$ cat config.mk
export PLATFORM = sky130hd
export DESIGN_NAME = gpevt_block
export DESIGN_NICKNAME = d
export VERILOG_FILES = /design/src/core/gpevt_pkg.sv /design/src/core/gpevt_block.sv
export SDC_FILE = /design/constraint.sdc
export NUM_CORES = 1
export LEC_CHECK = 0
export BUFFER_PORTS_ARGS = -buffer_cell sky130_fd_sc_hd__buf_2
export CORE_ASPECT_RATIO = 0.8
export CORE_MARGIN = 2
export CORE_UTILIZATION = 56
export DETAILED_ROUTE_END_ITERATION = 7
export PLACE_DENSITY = 0.79
export SETUP_SLACK_MARGIN = 0.15
export SLEW_MARGIN = 20
export SYNTH_ARGS = -nofsm -noshare
export SYNTH_HDL_FRONTEND = slang
export SYNTH_SLANG_ARGS = --single-unit
$ cat constraint.sdc
create_clock -name sys_clk_i -period 2.7 [get_ports sys_clk_i]
set_input_delay 0.405 -clock sys_clk_i [delete_from_list [all_inputs] [get_ports sys_clk_i]]
set_output_delay 0.405 -clock sys_clk_i [all_outputs]
set_load 0.01 [all_outputs]
$ cat src/core/gpevt_pkg.sv
// Package with the constants of the general-purpose event block
package gpevt_pkg;
  // Byte lengths of each bank (status half plus enable half)
  localparam int BANK0_LEN = 4;
  localparam int BANK1_LEN = 4;
  // Bank bases inside the block's byte window, each word aligned
  localparam logic [3:0] BANK0_BASE = 4'h0;
  localparam logic [3:0] BANK1_BASE = 4'h4;
  localparam int ADDR_W = 4;
  localparam logic [7:0] RESET_BYTE = 8'h00;
  localparam logic [7:0] BYTE_ZERO = 8'h00;
endpackage

$ cat src/core/gpevt_block.sv
// General-purpose event block: two banks of status and enable registers with byte host access
module gpevt_block #(
  parameter int BANK0_LEN_P = gpevt_pkg::BANK0_LEN,
  parameter int BANK1_LEN_P = gpevt_pkg::BANK1_LEN
) (
  input wire logic sys_clk_i,
  input wire logic nrst_i,
  input wire logic [gpevt_pkg::BANK0_LEN*4-1:0] event_bank0_i,
  input wire logic [gpevt_pkg::BANK1_LEN*4-1:0] event_bank1_i,
  input wire logic sleeping_i,
  input wire logic [gpevt_pkg::ADDR_W-1:0] host_addr_i,
  input wire logic host_rd_i,
  input wire logic host_wr_i,
  input wire logic [7:0] host_wdata_i,
  output logic [7:0] host_rdata_o,
  output logic system_control_interrupt_o,
  output logic wake_request_o
);
  import gpevt_pkg::*;

  // -------------------------------------------------------------
  // Sizes
  // -------------------------------------------------------------
  localparam int N0 = BANK0_LEN * 4;  // status bits of bank zero, half of the bank in bytes times 8
  localparam int N1 = BANK1_LEN * 4;
  localparam int NB0 = BANK0_LEN / 2;  // bytes per register
  localparam int NB1 = BANK1_LEN / 2;

  // Ports are sized from the package; the parameters only document and are checked
  if (BANK0_LEN_P != BANK0_LEN || BANK1_LEN_P != BANK1_LEN) begin : g_len_mismatch
    $error("bank lengths must match the package");
  end
  // Below two bytes a bank has no room for one status byte and one enable byte
  if (BANK0_LEN % 2 != 0 || BANK1_LEN % 2 != 0 || BANK0_LEN < 2 || BANK1_LEN < 2
      || BANK0_LEN > 4 || BANK1_LEN > 4) begin : g_len_bad
    $error("bank length must be even and fit one aligned word");
  end

  // -------------------------------------------------------------
  // Input synchronisers
  // -------------------------------------------------------------
  logic [N0-1:0] ev0_meta;
  logic [N0-1:0] ev0_sync;
  logic [N1-1:0] ev1_meta;
  logic [N1-1:0] ev1_sync;
  logic sleep_meta;
  logic sleep_sync;

  // Event pins are asynchronous, so the first stage feeds only the second
  always_ff @(posedge sys_clk_i or negedge nrst_i) begin
    if (!nrst_i) begin
      ev0_meta <= '0;
      ev0_sync <= '0;
      ev1_meta <= '0;
      ev1_sync <= '0;
      sleep_meta <= 1'b0;
      sleep_sync <= 1'b0;
    end else begin
      ev0_meta <= event_bank0_i;
      ev0_sync <= ev0_meta;
      ev1_meta <= event_bank1_i;
      ev1_sync <= ev1_meta;
      sleep_meta <= sleeping_i;
      sleep_sync <= sleep_meta;
    end
  end

  // -------------------------------------------------------------
  // Address decode
  // -------------------------------------------------------------
  // Bank bases are word aligned; status occupies the low half, enable the high half
  wire in_b0 = host_addr_i[ADDR_W-1:2] == BANK0_BASE[ADDR_W-1:2];
  wire in_b1 = host_addr_i[ADDR_W-1:2] == BANK1_BASE[ADDR_W-1:2];
  wire [1:0] boff = host_addr_i[1:0];
  wire b0_en_half = int'(boff) >= NB0;
  wire b1_en_half = int'(boff) >= NB1;
  wire [1:0] b0_byte = b0_en_half ? boff - 2'(NB0) : boff;
  wire [1:0] b1_byte = b1_en_half ? boff - 2'(NB1) : boff;
  wire b0_hit = in_b0 && (int'(boff) < BANK0_LEN);
  wire b1_hit = in_b1 && (int'(boff) < BANK1_LEN);

  // Byte lane mask of one register: ones at the written byte
  function automatic logic [15:0] lane_mask(input logic [1:0] idx, input logic [7:0] d);
    lane_mask = 16'({8'h00, d} << {idx, 3'b000});
  endfunction

  // Byte write strobes per register
  wire [15:0] w0_sts = (host_wr_i && b0_hit && !b0_en_half) ? lane_mask(b0_byte, host_wdata_i) : 16'h0000;
  wire [15:0] w1_sts = (host_wr_i && b1_hit && !b1_en_half) ? lane_mask(b1_byte, host_wdata_i) : 16'h0000;
  wire w0_en = host_wr_i && b0_hit && b0_en_half;
  wire w1_en = host_wr_i && b1_hit && b1_en_half;
  wire [15:0] sel0 = lane_mask(b0_byte, 8'hff);
  wire [15:0] sel1 = lane_mask(b1_byte, 8'hff);
  wire [15:0] wd0 = lane_mask(b0_byte, host_wdata_i);
  wire [15:0] wd1 = lane_mask(b1_byte, host_wdata_i);

  // -------------------------------------------------------------
  // Event banks
  // -------------------------------------------------------------
  logic [N0-1:0] event_bank0_status;
  logic [N0-1:0] event_bank0_enable;
  logic [N1-1:0] event_bank1_status;
  logic [N1-1:0] event_bank1_enable;

  // Set wins over a simultaneous write-one clear so no event is lost
  wire [N0-1:0] next_sts0 = (event_bank0_status & ~w0_sts[N0-1:0]) | ev0_sync;
  wire [N1-1:0] next_sts1 = (event_bank1_status & ~w1_sts[N1-1:0]) | ev1_sync;
  wire [N0-1:0] next_en0 = w0_en ? (event_bank0_enable & ~sel0[N0-1:0]) | wd0[N0-1:0] : event_bank0_enable;
  wire [N1-1:0] next_en1 = w1_en ? (event_bank1_enable & ~sel1[N1-1:0]) | wd1[N1-1:0] : event_bank1_enable;

  // Both banks together
  always_ff @(posedge sys_clk_i or negedge nrst_i) begin
    if (!nrst_i) begin
      event_bank0_status <= '0;
      event_bank0_enable <= '0;
      event_bank1_status <= '0;
      event_bank1_enable <= '0;
    end else begin
      event_bank0_status <= next_sts0;
      event_bank0_enable <= next_en0;
      event_bank1_status <= next_sts1;
      event_bank1_enable <= next_en1;
    end
  end

  // -------------------------------------------------------------
  // Interrupt and wake
  // -------------------------------------------------------------
  // Same bit position pairs status with enable inside one bank
  wire [N0-1:0] pend0 = next_sts0 & next_en0;
  wire [N1-1:0] pend1 = next_sts1 & next_en1;
  wire next_sci = |pend0 || |pend1;
  // Only rising pending bits wake, so a stale pending event cannot loop the sleeper
  wire [N0-1:0] rise0 = pend0 & ~(event_bank0_status & event_bank0_enable);
  wire [N1-1:0] rise1 = pend1 & ~(event_bank1_status & event_bank1_enable);
  wire next_wake = sleep_sync && (|rise0 || |rise1);

  // -------------------------------------------------------------
  // Read data
  // -------------------------------------------------------------
  wire [15:0] rv0 = 16'(b0_en_half ? event_bank0_enable : event_bank0_status) >> {b0_byte, 3'b000};
  wire [15:0] rv1 = 16'(b1_en_half ? event_bank1_enable : event_bank1_status) >> {b1_byte, 3'b000};
  // Unmapped bytes read as zero
  wire [7:0] next_rdata = !host_rd_i ? BYTE_ZERO : b0_hit ? rv0[7:0] : b1_hit ? rv1[7:0] : BYTE_ZERO;

  // Registered outputs
  always_ff @(posedge sys_clk_i or negedge nrst_i) begin
    if (!nrst_i) begin
      host_rdata_o <= RESET_BYTE;
      system_control_interrupt_o <= 1'b0;
      wake_request_o <= 1'b0;
    end else begin
      host_rdata_o <= next_rdata;
      system_control_interrupt_o <= next_sci;
      wake_request_o <= next_wake;
    end
  end

  // -------------------------------------------------------------
  // Assertions
  // -------------------------------------------------------------
  // Bits that must survive a cycle, and bits that a write of one must clear
  wire [N0-1:0] keep0 = event_bank0_status & ~w0_sts[N0-1:0];
  wire [N1-1:0] keep1 = event_bank1_status & ~w1_sts[N1-1:0];
  wire [N0-1:0] clr0 = w0_sts[N0-1:0] & ~ev0_sync;
  wire [N1-1:0] clr1 = w1_sts[N1-1:0] & ~ev1_sync;

  property p_sts_set;
    @(posedge sys_clk_i) disable iff (!nrst_i)
      (|ev0_sync) |=> (event_bank0_status & $past(ev0_sync)) == $past(ev0_sync);
  endproperty
  a_sts_set: assert property (p_sts_set) else $error("active event did not set status");

  property p_sts_hold;
    @(posedge sys_clk_i) disable iff (!nrst_i)
      (|keep0) |=> (event_bank0_status & $past(keep0)) == $past(keep0);
  endproperty
  a_sts_hold: assert property (p_sts_hold) else $error("status cleared without write one");

  // A clear is only checked for bits whose pin is idle, since the set wins otherwise
  property p_sts_clear;
    @(posedge sys_clk_i) disable iff (!nrst_i)
      (|clr0) |=> (event_bank0_status & $past(clr0)) == '0;
  endproperty
  a_sts_clear: assert property (p_sts_clear) else $error("write one did not clear status");

  // Bank one follows the same set, hold and clear rules
  property p_b1_sts_set;
    @(posedge sys_clk_i) disable iff (!nrst_i)
      (|ev1_sync) |=> (event_bank1_status & $past(ev1_sync)) == $past(ev1_sync);
  endproperty
  a_b1_sts_set: assert property (p_b1_sts_set) else $error("bank one event did not set status");

  property p_b1_sts_hold;
    @(posedge sys_clk_i) disable iff (!nrst_i)
      (|keep1) |=> (event_bank1_status & $past(keep1)) == $past(keep1);
  endproperty
  a_b1_sts_hold: assert property (p_b1_sts_hold) else $error("bank one status cleared without write one");

  property p_b1_sts_clear;
    @(posedge sys_clk_i) disable iff (!nrst_i)
      (|clr1) |=> (event_bank1_status & $past(clr1)) == '0;
  endproperty
  a_b1_sts_clear: assert property (p_b1_sts_clear) else $error("bank one write one did not clear");

  property p_sci;
    @(posedge sys_clk_i) disable iff (!nrst_i)
      system_control_interrupt_o == (|(event_bank0_status & event_bank0_enable)
      || |(event_bank1_status & event_bank1_enable));
  endproperty
  a_sci: assert property (p_sci) else $error("interrupt does not follow pending bits");

  property p_sync;
    @(posedge sys_clk_i) disable iff (!nrst_i) $rose(event_bank1_i[0]) ##1 event_bank1_i[0] |=> ev1_sync[0];
  endproperty
  a_sync: assert property (p_sync) else $error("synchroniser latency wrong");

  property p_wake_sleep;
    @(posedge sys_clk_i) disable iff (!nrst_i) wake_request_o |-> $past(sleep_sync);
  endproperty
  a_wake_sleep: assert property (p_wake_sleep) else $error("wake raised while awake");

  property p_en_write;
    @(posedge sys_clk_i) disable iff (!nrst_i)
      host_wr_i && in_b1 && host_addr_i[1:0] == 2'(NB1) |=> event_bank1_enable[7:0] == $past(host_wdata_i);
  endproperty
  a_en_write: assert property (p_en_write) else $error("enable byte write lost");

  property p_rd_status;
    @(posedge sys_clk_i) disable iff (!nrst_i)
      host_rd_i && in_b0 && host_addr_i[1:0] == 2'b00 |=> host_rdata_o == $past(event_bank0_status[7:0]);
  endproperty
  a_rd_status: assert property (p_rd_status) else $error("status byte read wrong");

  // Enable bits move only on a host write to one of their own bytes
  property p_en_hold0;
    @(posedge sys_clk_i) disable iff (!nrst_i)
      !w0_en |=> $stable(event_bank0_enable);
  endproperty
  a_en_hold0: assert property (p_en_hold0) else $error("bank zero enable changed without a write");

  property p_en_hold1;
    @(posedge sys_clk_i) disable iff (!nrst_i)
      !w1_en |=> $stable(event_bank1_enable);
  endproperty
  a_en_hold1: assert property (p_en_hold1) else $error("bank one enable changed without a write");

  property p_b0_en_write;
    @(posedge sys_clk_i) disable iff (!nrst_i)
      host_wr_i && in_b0 && host_addr_i[1:0] == 2'(NB0) |=> event_bank0_enable[7:0] == $past(host_wdata_i);
  endproperty
  a_b0_en_write: assert property (p_b0_en_write) else $error("bank zero enable byte write lost");

  // A wake only ever comes with a pending interrupt behind it
  property p_wake_pend;
    @(posedge sys_clk_i) disable iff (!nrst_i)
      wake_request_o |-> system_control_interrupt_o;
  endproperty
  a_wake_pend: assert property (p_wake_pend) else $error("wake raised with nothing pending");

  // Read data is registered: each read answers on the next edge and idles at zero
  property p_rd_idle;
    @(posedge sys_clk_i) disable iff (!nrst_i)
      !host_rd_i |=> host_rdata_o == BYTE_ZERO;
  endproperty
  a_rd_idle: assert property (p_rd_idle) else $error("read data not zero without a read");

  property p_rd_unmapped;
    @(posedge sys_clk_i) disable iff (!nrst_i)
      host_rd_i && !b0_hit && !b1_hit |=> host_rdata_o == BYTE_ZERO;
  endproperty
  a_rd_unmapped: assert property (p_rd_unmapped) else $error("unmapped byte read not zero");

  property p_rd_status1;
    @(posedge sys_clk_i) disable iff (!nrst_i)
      host_rd_i && in_b1 && host_addr_i[1:0] == 2'b00 |=> host_rdata_o == $past(event_bank1_status[7:0]);
  endproperty
  a_rd_status1: assert property (p_rd_status1) else $error("bank one status byte read wrong");

  property p_rd_enable1;
    @(posedge sys_clk_i) disable iff (!nrst_i)
      host_rd_i && in_b1 && host_addr_i[1:0] == 2'(NB1) |=> host_rdata_o == $past(event_bank1_enable[7:0]);
  endproperty
  a_rd_enable1: assert property (p_rd_enable1) else $error("bank one enable byte read wrong");
endmodule

==> reports/metrics.cfg, run 1 <==
[timing]
finalSetupViolations = 0
timing.final.crit_share = 0.8071
clock_skew_ns = 0.007205
report.final.slew_viol_count = 0
fin_crit_ns = 2.179
fmax_mhz = 458.9
max-slew-margin-rel = 0.5006
hold_slack_ns = 0.08366
hold_violations = 0
rsz0062_at_grt = no
worstMarginPinSlew_ns = 0.7397
fin_tns_setup_ns = 0

[route]
routed_wl_um = 19080
wire_per_inst_um = 24.97
drtAntennaViolNets = 0
routed-via-count = 4871
dr.pass1.iters = 5
drc = 0
viasPerCell = 6.376
drtIter0Drc = 546

[grt]
grt_max_degree = 64
gr-total-overflow = 0
grtUsageTotal = 0.3459
grt_pass1_vias = 5062
antenna_found_initial = 0
grt_pass1_wl_um = 29640

[synthesis]
synthArstFlopShare = 1.000
synth-warning-count = 0
synth_ff_type = dfrtp_1
ys_types = 65
netlist_instances = 512
ys_seq_elements = 140
syn_avg_cell_area_um2 = 11.86
synth-seq-area-share = 0.5767
synth_edf_count = 0
post_synth_instance_area_um2 = 6075
syn_nets = 561

[worst_setup_path]
cp-end-kind = flip-flop
worstSetupStartpointType = input port
slowest_delay_ns = 0.41
worst_path_max_delay_cell = a2111oi_2
crit_required_ns = 2.98
crit_end = system_control_interrupt_o
path_max_fanout = 18
r2r_end = system_control_interrupt_o
crit_type = input port to flip-flop
reg2reg_depth = 6
rr_startpoint = ev1_sync[4]
crit_chain = buf_2 > buf_12 > and3b_1 > buf_4 > a31oi_1 > or2_2 > a221o_1 > a2111oi_2 > nand4_1
r2r_slack_ns = 0.74
crit_start = host_addr_i[1]
crit_arrival_ns = 2.46

[placement]
gp_congestion = 1.039
port_buffers = 58
hpwl_um = 13770

[cts]
cts_sinks = 140
cts_root_buf = clkbuf_16
insertion_delay_ns = 0.42
clk_pin_slew_ns = 0.06
cts_made_buffers = 17
htree_num_levels = 4
cts_tree = yes
cts.repair.resized = 0
clockBufferDepth = 2

[power_and_ir_drop]
p_leak_nw = 3.304
ir_worst_vdd_mv = 0.5440
p_per_area_nw_per_um2 = 749.8

[floorplan]
die_area_um2 = 11700
core_area_um2 = 10410
die_h_um = 97.16
chipWidth_um = 120.4
io_pins = 59
num_rows = 33
initial_utilization = 0.5838

[final_layout]
fin_nets = 661
layout-drive-gt1-share = 0.2997
fill_cells = 781
diodes = 0
area_growth_pct = 21.30

[run]
maxCapViolations = 0

[min_path]
hold_class = input port to flip-flop

[outcome]
status = finished, final reports clean

==> cell usage after synthesis (all sizes together) (5+ instances only) <==
master    n  area, µm²
a21boi    8      60.06
a21o     14      105.1
a21oi     9      45.04
a22o      7      61.31
a31oi     9      56.30
buf      17      107.6
clkbuf   11      41.29
dfrtp   140       3503
inv      28      105.1
mux2     14      157.6
mux2i    11      110.1
mux4     16      360.4
nand2    56      212.7
nand2b    6      37.54
nand3    23      120.1
nor2     27      106.4
nor3      7      35.03
nor4      6      37.54
o21ai    17      85.08
o22ai     8      50.05
o32ai     5      66.32
or2       8      50.05
or3       5      31.28
==> what timing repair did <==
item | in CTS | in global routing
setup endpoints to repair | 0 | 0
hold buffers | 1 | 0
buffers inserted | 0 | 0
endpoints found under the hold margin | 60 | 0
==> through the flow <==
| step | setup slack, ns | area, µm² | std cells | utilization | total power, W |
|---|---|---|---|---|---|
| 2_1_floorplan | 0.4948 | 6075 | 512 | - | 0.002912 |
| 3_3_place_gp | 0.1863 | 6810 | 732 | 0.6545 | 0.003320 |
| 3_5_place_dp | 0.1662 | 6810 | 732 | 0.6545 | 0.003324 |
| 4_1_cts | 0.5874 | 7368 | 764 | 0.7082 | 0.005498 |
| 5_1_grt | 0.4560 | 7368 | 764 | 0.7082 | 0.005701 |
| 6_report | 0.5208 | 7368 | 764 | 0.7082 | 0.005525 |
==> worst min-delay path by stage <==
stage / to / depth (start not counted) / startpoint
after global placement: ev0_sync[15] / 0 / ev0_meta[15]
after global routing: ev0_meta[8] / 1 / event_bank0_i[8]
after floorplan: ev0_meta[0] / 0 / nrst_i
final: ev0_meta[5] / 1 / event_bank0_i[5]
after detailed placement: ev0_sync[5] / 0 / ev0_meta[5]
after CTS: ev0_meta[14] / 1 / event_bank0_i[14]
==> flip-flops by register name (all words and copies together) (netlist names), 8 cells and up <==
register	count
ev0_meta	16
ev0_sync	16
ev1_meta	16
ev1_sync	16
event_bank0_enable	16
event_bank0_status	16
event_bank1_enable	16
event_bank1_status	16
host_rdata_o	8
==> routing by layer <==
| metal | wire [µm] | global-route usage |
|---|---|---|
| met5 | 0 | 0 |
| met2 | 8577 | 0.5215 |
| met3 | 1870 | 0.08685 |
| met1 | 7976 | 0.4799 |
| met4 | 655 | 0.1476 |
==> worst max-delay path, delay by kind of cell <==
family	cells	cell delay (ns)
AND/OR/NAND/NOR	3	0.70
AO/OA/AOI/OAI	3	0.86
buffers and inverters	3	0.48
==> cell usage in the layout (no fill, tap or decap), types with 5 or more instances in the layout <==
cell,n
dfrtp_1,140
buf_2,57
nand2_1,55
buf_4,47
inv_1,26
nor2_1,25
nand3_1,22
o21ai_0,17
clkbuf_16,17
mux4_2,16
a21o_1,14
mux2_2,13
mux2i_1,11
a31oi_1,9
a21oi_1,9
a21boi_0,8
o22ai_1,8
or2_2,7
nor3_1,7
a22o_1,7
nand2b_1,6
nor4_1,6
or3_1,5
==> final cells by class <==
type / instances / area, µm² / share of cell area
flip-flops and latches: 140 / 3503 / 0.4755
clock buffers: 18 / 429.2 / 0.05824
well taps: 140 / 175.2 / 0.02377
inverters: 28 / 105.1 / 0.01426
repair buffers: 109 / 719.4 / 0.09764
multi-input cells: 316 / 2317 / 0.3145
clock inverters: 13 / 118.9 / 0.01613
==> power by group <==
part | total (W) | switching (W) | internal [W]
combinational | 0.000894 | 0.000497 | 0.000397
clock | 0.00219 | 0.000922 | 0.00126
sequential | 0.00245 | 0.000173 | 0.00227
total | 0.00552 | 0.00159 | 0.00393
==> cell families (layout without fill, tap and decap cells) <==
| kind of cell | Yosys count | in the layout | synth area share |
|---|---|---|---|
| and+or+nand+nor | 156 | 156 | 0.1265 |
| AOI/OAI and AO/OA | 119 | 119 | 0.1516 |
| DFF | 140 | 140 | 0.5767 |
| buffers and inverters | 56 | 168 | 0.04181 |
| muxes | 41 | 41 | 0.1034 |
Note: power is estimated with default switching activity, not from simulation.
==> inputs of run 2 (changes only) <==
--- a/config.mk
+++ b/config.mk
@@ -8,9 +8,9 @@
 export BUFFER_PORTS_ARGS = -buffer_cell sky130_fd_sc_hd__buf_2
 export CORE_ASPECT_RATIO = 0.8
 export CORE_MARGIN = 2
-export CORE_UTILIZATION = 56
+export CORE_UTILIZATION = 53
 export DETAILED_ROUTE_END_ITERATION = 7
-export PLACE_DENSITY = 0.79
+export PLACE_DENSITY = 0.78
 export SETUP_SLACK_MARGIN = 0.15
 export SLEW_MARGIN = 20
 export SYNTH_ARGS = -nofsm -noshare
==> constraint.sdc (replaced) <==
create_clock -name sys_clk_i -period 1.9 [get_ports sys_clk_i]
set_input_delay 0.285 -clock sys_clk_i [delete_from_list [all_inputs] [get_ports sys_clk_i]]
set_output_delay 0.285 -clock sys_clk_i [all_outputs]
set_load 0.01 [all_outputs]
==> reports/metrics.cfg, run 2 (synthesis gave the netlist of run 1 again) <==
[floorplan]
die_h_um = 99.76
chipWidth_um = 123.7
initial_utilization = 0.5513
num_rows = 34
io_pins = 59
die_area_um2 = 12340
core_area_um2 = 11020

[timing]
max-slew-margin-rel = 0.6459
timing.final.crit_share = 0.9742
report.final.slew_viol_count = 0
clock_skew_ns = 0.008352
hold_violations = 0
rsz0062_at_grt = yes
finalSetupViolations = 0
fmax_mhz = 540.3
hold_slack_ns = 0.2493
fin_tns_setup_ns = 0
fin_crit_ns = 1.851
worstMarginPinSlew_ns = 0.5311

[route]
drtIter0Drc = 691
routed-via-count = 5484
wire_per_inst_um = 24.79
drc = 0
viasPerCell = 6.355
drtAntennaViolNets = 0
routed_wl_um = 21400
dr.pass1.iters = 5

[grt]
gr-total-overflow = 0
antenna_found_initial = 1
grt_pass1_wl_um = 32440
grt_max_degree = 52
grt_pass1_vias = 5607
grtUsageTotal = 0.3688

[final_layout]
final_common_cell = dfrtp_1
fill_cells = 673
mostFrequentLayoutCells = dfrtp_1 (140), buf_4 (89), nand2_1 (54), buf_2 (54), dlygate4sd3_1 (34)
diodes = 0
layout-drive-gt1-share = 0.3950
design_area_um2 = 8670
area_growth_pct = 42.72
multi_input_area_um2 = 2609
fin_util = 0.7869
fin_nets = 755
regArea_um2 = 3503

[cts]
cts_sinks = 140
cts_root_buf = clkbuf_16
clk_pin_slew_ns = 0.06
cts_tree = yes
clockBufferDepth = 2
insertion_delay_ns = 0.42
cts_made_buffers = 17
htree_num_levels = 4

[worst_setup_path]
crit_required_ns = 2.18
r2r_slack_ns = 0.07
crit_arrival_ns = 2.13
crit_start = host_addr_i[2]
cp_top_family = simple AND/OR/NAND/NOR gates
rr_startpoint = ev0_sync[6]
slowest_delay_ns = 0.42
cpMostUsedCell = buf_6
reg2reg_depth = 6
worstSetupStartpointType = input port
r2r_end = system_control_interrupt_o
worst_path_max_delay_cell = a221o_1
critical_path_buf_inv_count = 4
crit_type = input port to flip-flop
path_max_fanout = 17
cp-end-kind = flip-flop
crit_chain = buf_2 > buf_6 > nor2_4 > buf_6 > buf_12 > and3_4 > or2_4 > a221o_1 > nor4_4 > nand4_1
worst-path-stages = 10

[power_and_ir_drop]
p_per_area_nw_per_um2 = 991.9
ir_worst_vdd_mv = 0.9127
p_total_w = 0.008599
p_leak_nw = 3.892

[min_path]
hold_class = input port to flip-flop
worstHoldPathCells = 2
worstHoldStart = host_wdata_i[1]
holdPathEnd = event_bank1_status[9]

[placement]
place_area_um2 = 7243
gp_congestion = 1.035
port_buffers = 58
hpwl_um = 14770

[outcome]
status = finished, final reports clean

[run]
maxCapViolations = 0

==> run 2: changes by cell type in the layout (fill, tap and decap cells not counted), moves of 5 or more <==
cell           before  now
buf_12              3    9
buf_4              47   89
buf_6               1   14
dlygate4sd3_1       1   34
o21ai_0            17   10
or2_4               0    5
==> run 2: worst max-delay path by stage <==
stage,endpoint,slack (ns)
final,system_control_interrupt_o,0.05
after global routing,wake_request_o,-0.006
after CTS,system_control_interrupt_o,0.10
after detailed placement,system_control_interrupt_o,-0.53
after global placement,system_control_interrupt_o,-0.52
after floorplan,system_control_interrupt_o,0.05
==> run 2: repair_timing <==
action,4_1_cts,5_1_grt
gates resized for setup,46,35
buffers inserted,16,2
hold buffers,34,0
hold endpoints to repair,81,0
endpoints found under the setup margin,2,2
pin swaps,13,11
==> run 2: layout make-up <==
| class | instances | share of cell area |
|---|---|---|
| Multi-Input combinational cell | 316 | 0.3009 |
| Sequential cell | 140 | 0.4041 |
| Timing Repair Buffer | 203 | 0.1917 |
| Clock buffer | 18 | 0.05066 |
| Clock inverter | 14 | 0.01977 |
| Inverter | 28 | 0.01212 |
| Tap cell | 144 | 0.02078 |
==> run 2: worst register-to-register path, cell delays in order, from the launching register on <==
cell,delay (ns)
dfrtp_1,0.38
nand2b_4,0.15
o32ai_4,0.30
a21oi_2,0.06
a221o_1,0.34
nor4_4,0.31
nand4_1,0.14
==> run 2: layer usage <==
layer,GRT usage,up-vias,wire length (µm)
met2,0.5418,427,9660
met4,0.1582,0,593
met3,0.1038,76,2469
met1,0.5166,2715,8674
met5,0,-,0
li1,-,2266,-
==> run 2: stage by stage <==
step	setup slack, ns	std cells
after floorplan	0.04659	512
after global placement	-0.5184	779
after detailed placement	-0.5308	779
after CTS	0.1011	861
after global routing	-0.006350	863
final	0.04907	863
==> run 2: where the power goes <==
| part | switching, W | internal [W] |
|---|---|---|
| Combinational | 0.000876 | 0.000810 |
| Clock | 0.00141 | 0.00203 |
| Sequential | 0.000245 | 0.00323 |
==> inputs of run 3 (changes only) <==
--- a/config.mk
+++ b/config.mk
@@ -11,6 +11,7 @@
 export CORE_UTILIZATION = 53
 export DETAILED_ROUTE_END_ITERATION = 7
 export PLACE_DENSITY = 0.78
+export RECOVER_POWER = 25
 export SETUP_SLACK_MARGIN = 0.15
 export SLEW_MARGIN = 20
 export SYNTH_ARGS = -nofsm -noshare
==> reports/metrics.cfg, run 3 (synthesis gave the netlist of run 1 again) <==
[min_path]
worstHoldPathCells = 2
hold_class = input port to flip-flop

[cts]
cts_tree = yes
cts_sinks = 140
cts_root_buf = clkbuf_16
insertion_delay_ns = 0.42
cts_made_buffers = 17
clk_pin_slew_ns = 0.06
clockBufferDepth = 2
htree_num_levels = 4

[timing]
fin_crit_ns = 1.851
timing.final.crit_share = 0.9744
report.final.slew_viol_count = 0
worstMarginPinSlew_ns = 1.260
finalSetupViolations = 0
clock_skew_ns = 0.007767
fmax_mhz = 540.1
setup_ws_ns = 0.04860
hold_violations = 0
rsz0062_at_grt = yes
max-slew-margin-rel = 0.1597

[grt]
grtUsageTotal = 0.3688
gr-total-overflow = 0
grt_pass1_vias = 5607
grt_max_degree = 52
antenna_found_initial = 1
grt_pass1_wl_um = 32440

[final_layout]
fin_util = 0.7862
design_area_um2 = 8662
layout-drive-gt1-share = 0.3936
mostFrequentLayoutCells = dfrtp_1 (140), buf_4 (89), nand2_1 (54), buf_2 (54), dlygate4sd3_1 (34)
fin_nets = 755
area_growth_pct = 42.60
final_common_cell = dfrtp_1
diodes = 0

[outcome]
status = finished, final reports clean

[worst_setup_path]
cp-end-kind = flip-flop
critical_path_buf_inv_count = 4
crit_arrival_ns = 2.13
r2r_slack_ns = 0.08
slowest_delay_ns = 0.42
crit_type = input port to flip-flop
cp_top_family = simple AND/OR/NAND/NOR gates
path_max_fanout = 17
worst_path_max_delay_cell = a221o_1
worst-path-stages = 10
reg2reg_depth = 6
crit_chain = buf_2 > buf_6 > nor2_4 > buf_6 > buf_12 > and3_4 > or2_4 > a221o_1 > nor4_4 > nand4_1
cpMostUsedCell = buf_6
crit_required_ns = 2.18
worstSetupStartpointType = input port

[route]
wl_met1_um = 8563
top_layer_used = met4
routed_wl_um = 21350
drc = 0
dr.pass1.iters = 5
drtAntennaViolNets = 0
route.met2.wl_um = 9568
routed-wl-met3_um = 2535
routed-via-count = 5475
wire_per_inst_um = 24.73
drtIter0Drc = 691
viasPerCell = 6.344

[floorplan]
io_pins = 59
num_rows = 34
die_h_um = 99.76
core_area_um2 = 11020
initial_utilization = 0.5513
die_area_um2 = 12340
chipWidth_um = 123.7

[power_and_ir_drop]
ir_worst_vdd_mv = 0.9130
p_leak_nw = 3.887
p_per_area_nw_per_um2 = 992.0

[placement]
gp_congestion = 1.035
port_buffers = 58
place_area_um2 = 7243
pre_cts_ws_ns = -0.5308
hpwl_um = 14770

[run]
maxCapViolations = 0

run 3: cell count changes in the layout (fill, tap and decap cells not counted):
cell and delta:
buf_6 -1, clkbuf_1 +1
run 3: per-stage QoR:
stage	total power [W]	instances	TNS (ns)	hold WS, ns
finish	0.008593	863	0	0.2467
floorplan	0.004157	512	0	-0.01059
detailed placement	0.004860	779	-0.9834	0.2617
global placement	0.004839	779	-0.9731	0.2591
global route	0.008862	863	-0.006350	0.2499
CTS	0.008449	861	0	0.2228
run 3: timing repair:
item / 4_1_cts / 5_1_grt
resized for setup: 46 / 35
hold buffers: 34 / 0
pin swaps: 13 / 11
hold endpoints to repair: 81 / 0
endpoints found under the setup margin: 2 / 2
buffers inserted: 16 / 2
run 3: routing by layer:
metal  GRT usage  vias up
met5           0        -
met2      0.5418      438
met4      0.1582        0
li1            -     2264
met3      0.1038       81
met1      0.5166     2692
run 3: report_power, final:
group          switching (W)  internal, W  total (W)
clock network        0.00141      0.00203    0.00344
registers           0.000245      0.00323    0.00347
logic               0.000873     0.000809    0.00168
total                0.00253      0.00606    0.00859
run 3: cell type report:
type                            count  area, µm²
Sequential cell                   140       3503
Multi-Input combinational cell    316       2609
Fill cell                         673       2356
Timing Repair Buffer              203       1654
Clock buffer                       18      439.2
Tap cell                          144      180.2
Clock inverter                     14      171.4
Inverter                           28      105.1
run 3: final timing paths:
path                                 startpoint                    endpoint
worst max-delay path             host_addr_i[2]  system_control_interrupt_o
worst min-delay path            host_wdata_i[1]       event_bank1_status[9]
worst max register to register      ev0_sync[6]  system_control_interrupt_o
worst min register to register      ev1_meta[1]                 ev1_sync[1]
max in group asynchronous                nrst_i       event_bank1_enable[0]
min in group asynchronous                nrst_i             host_rdata_o[5]
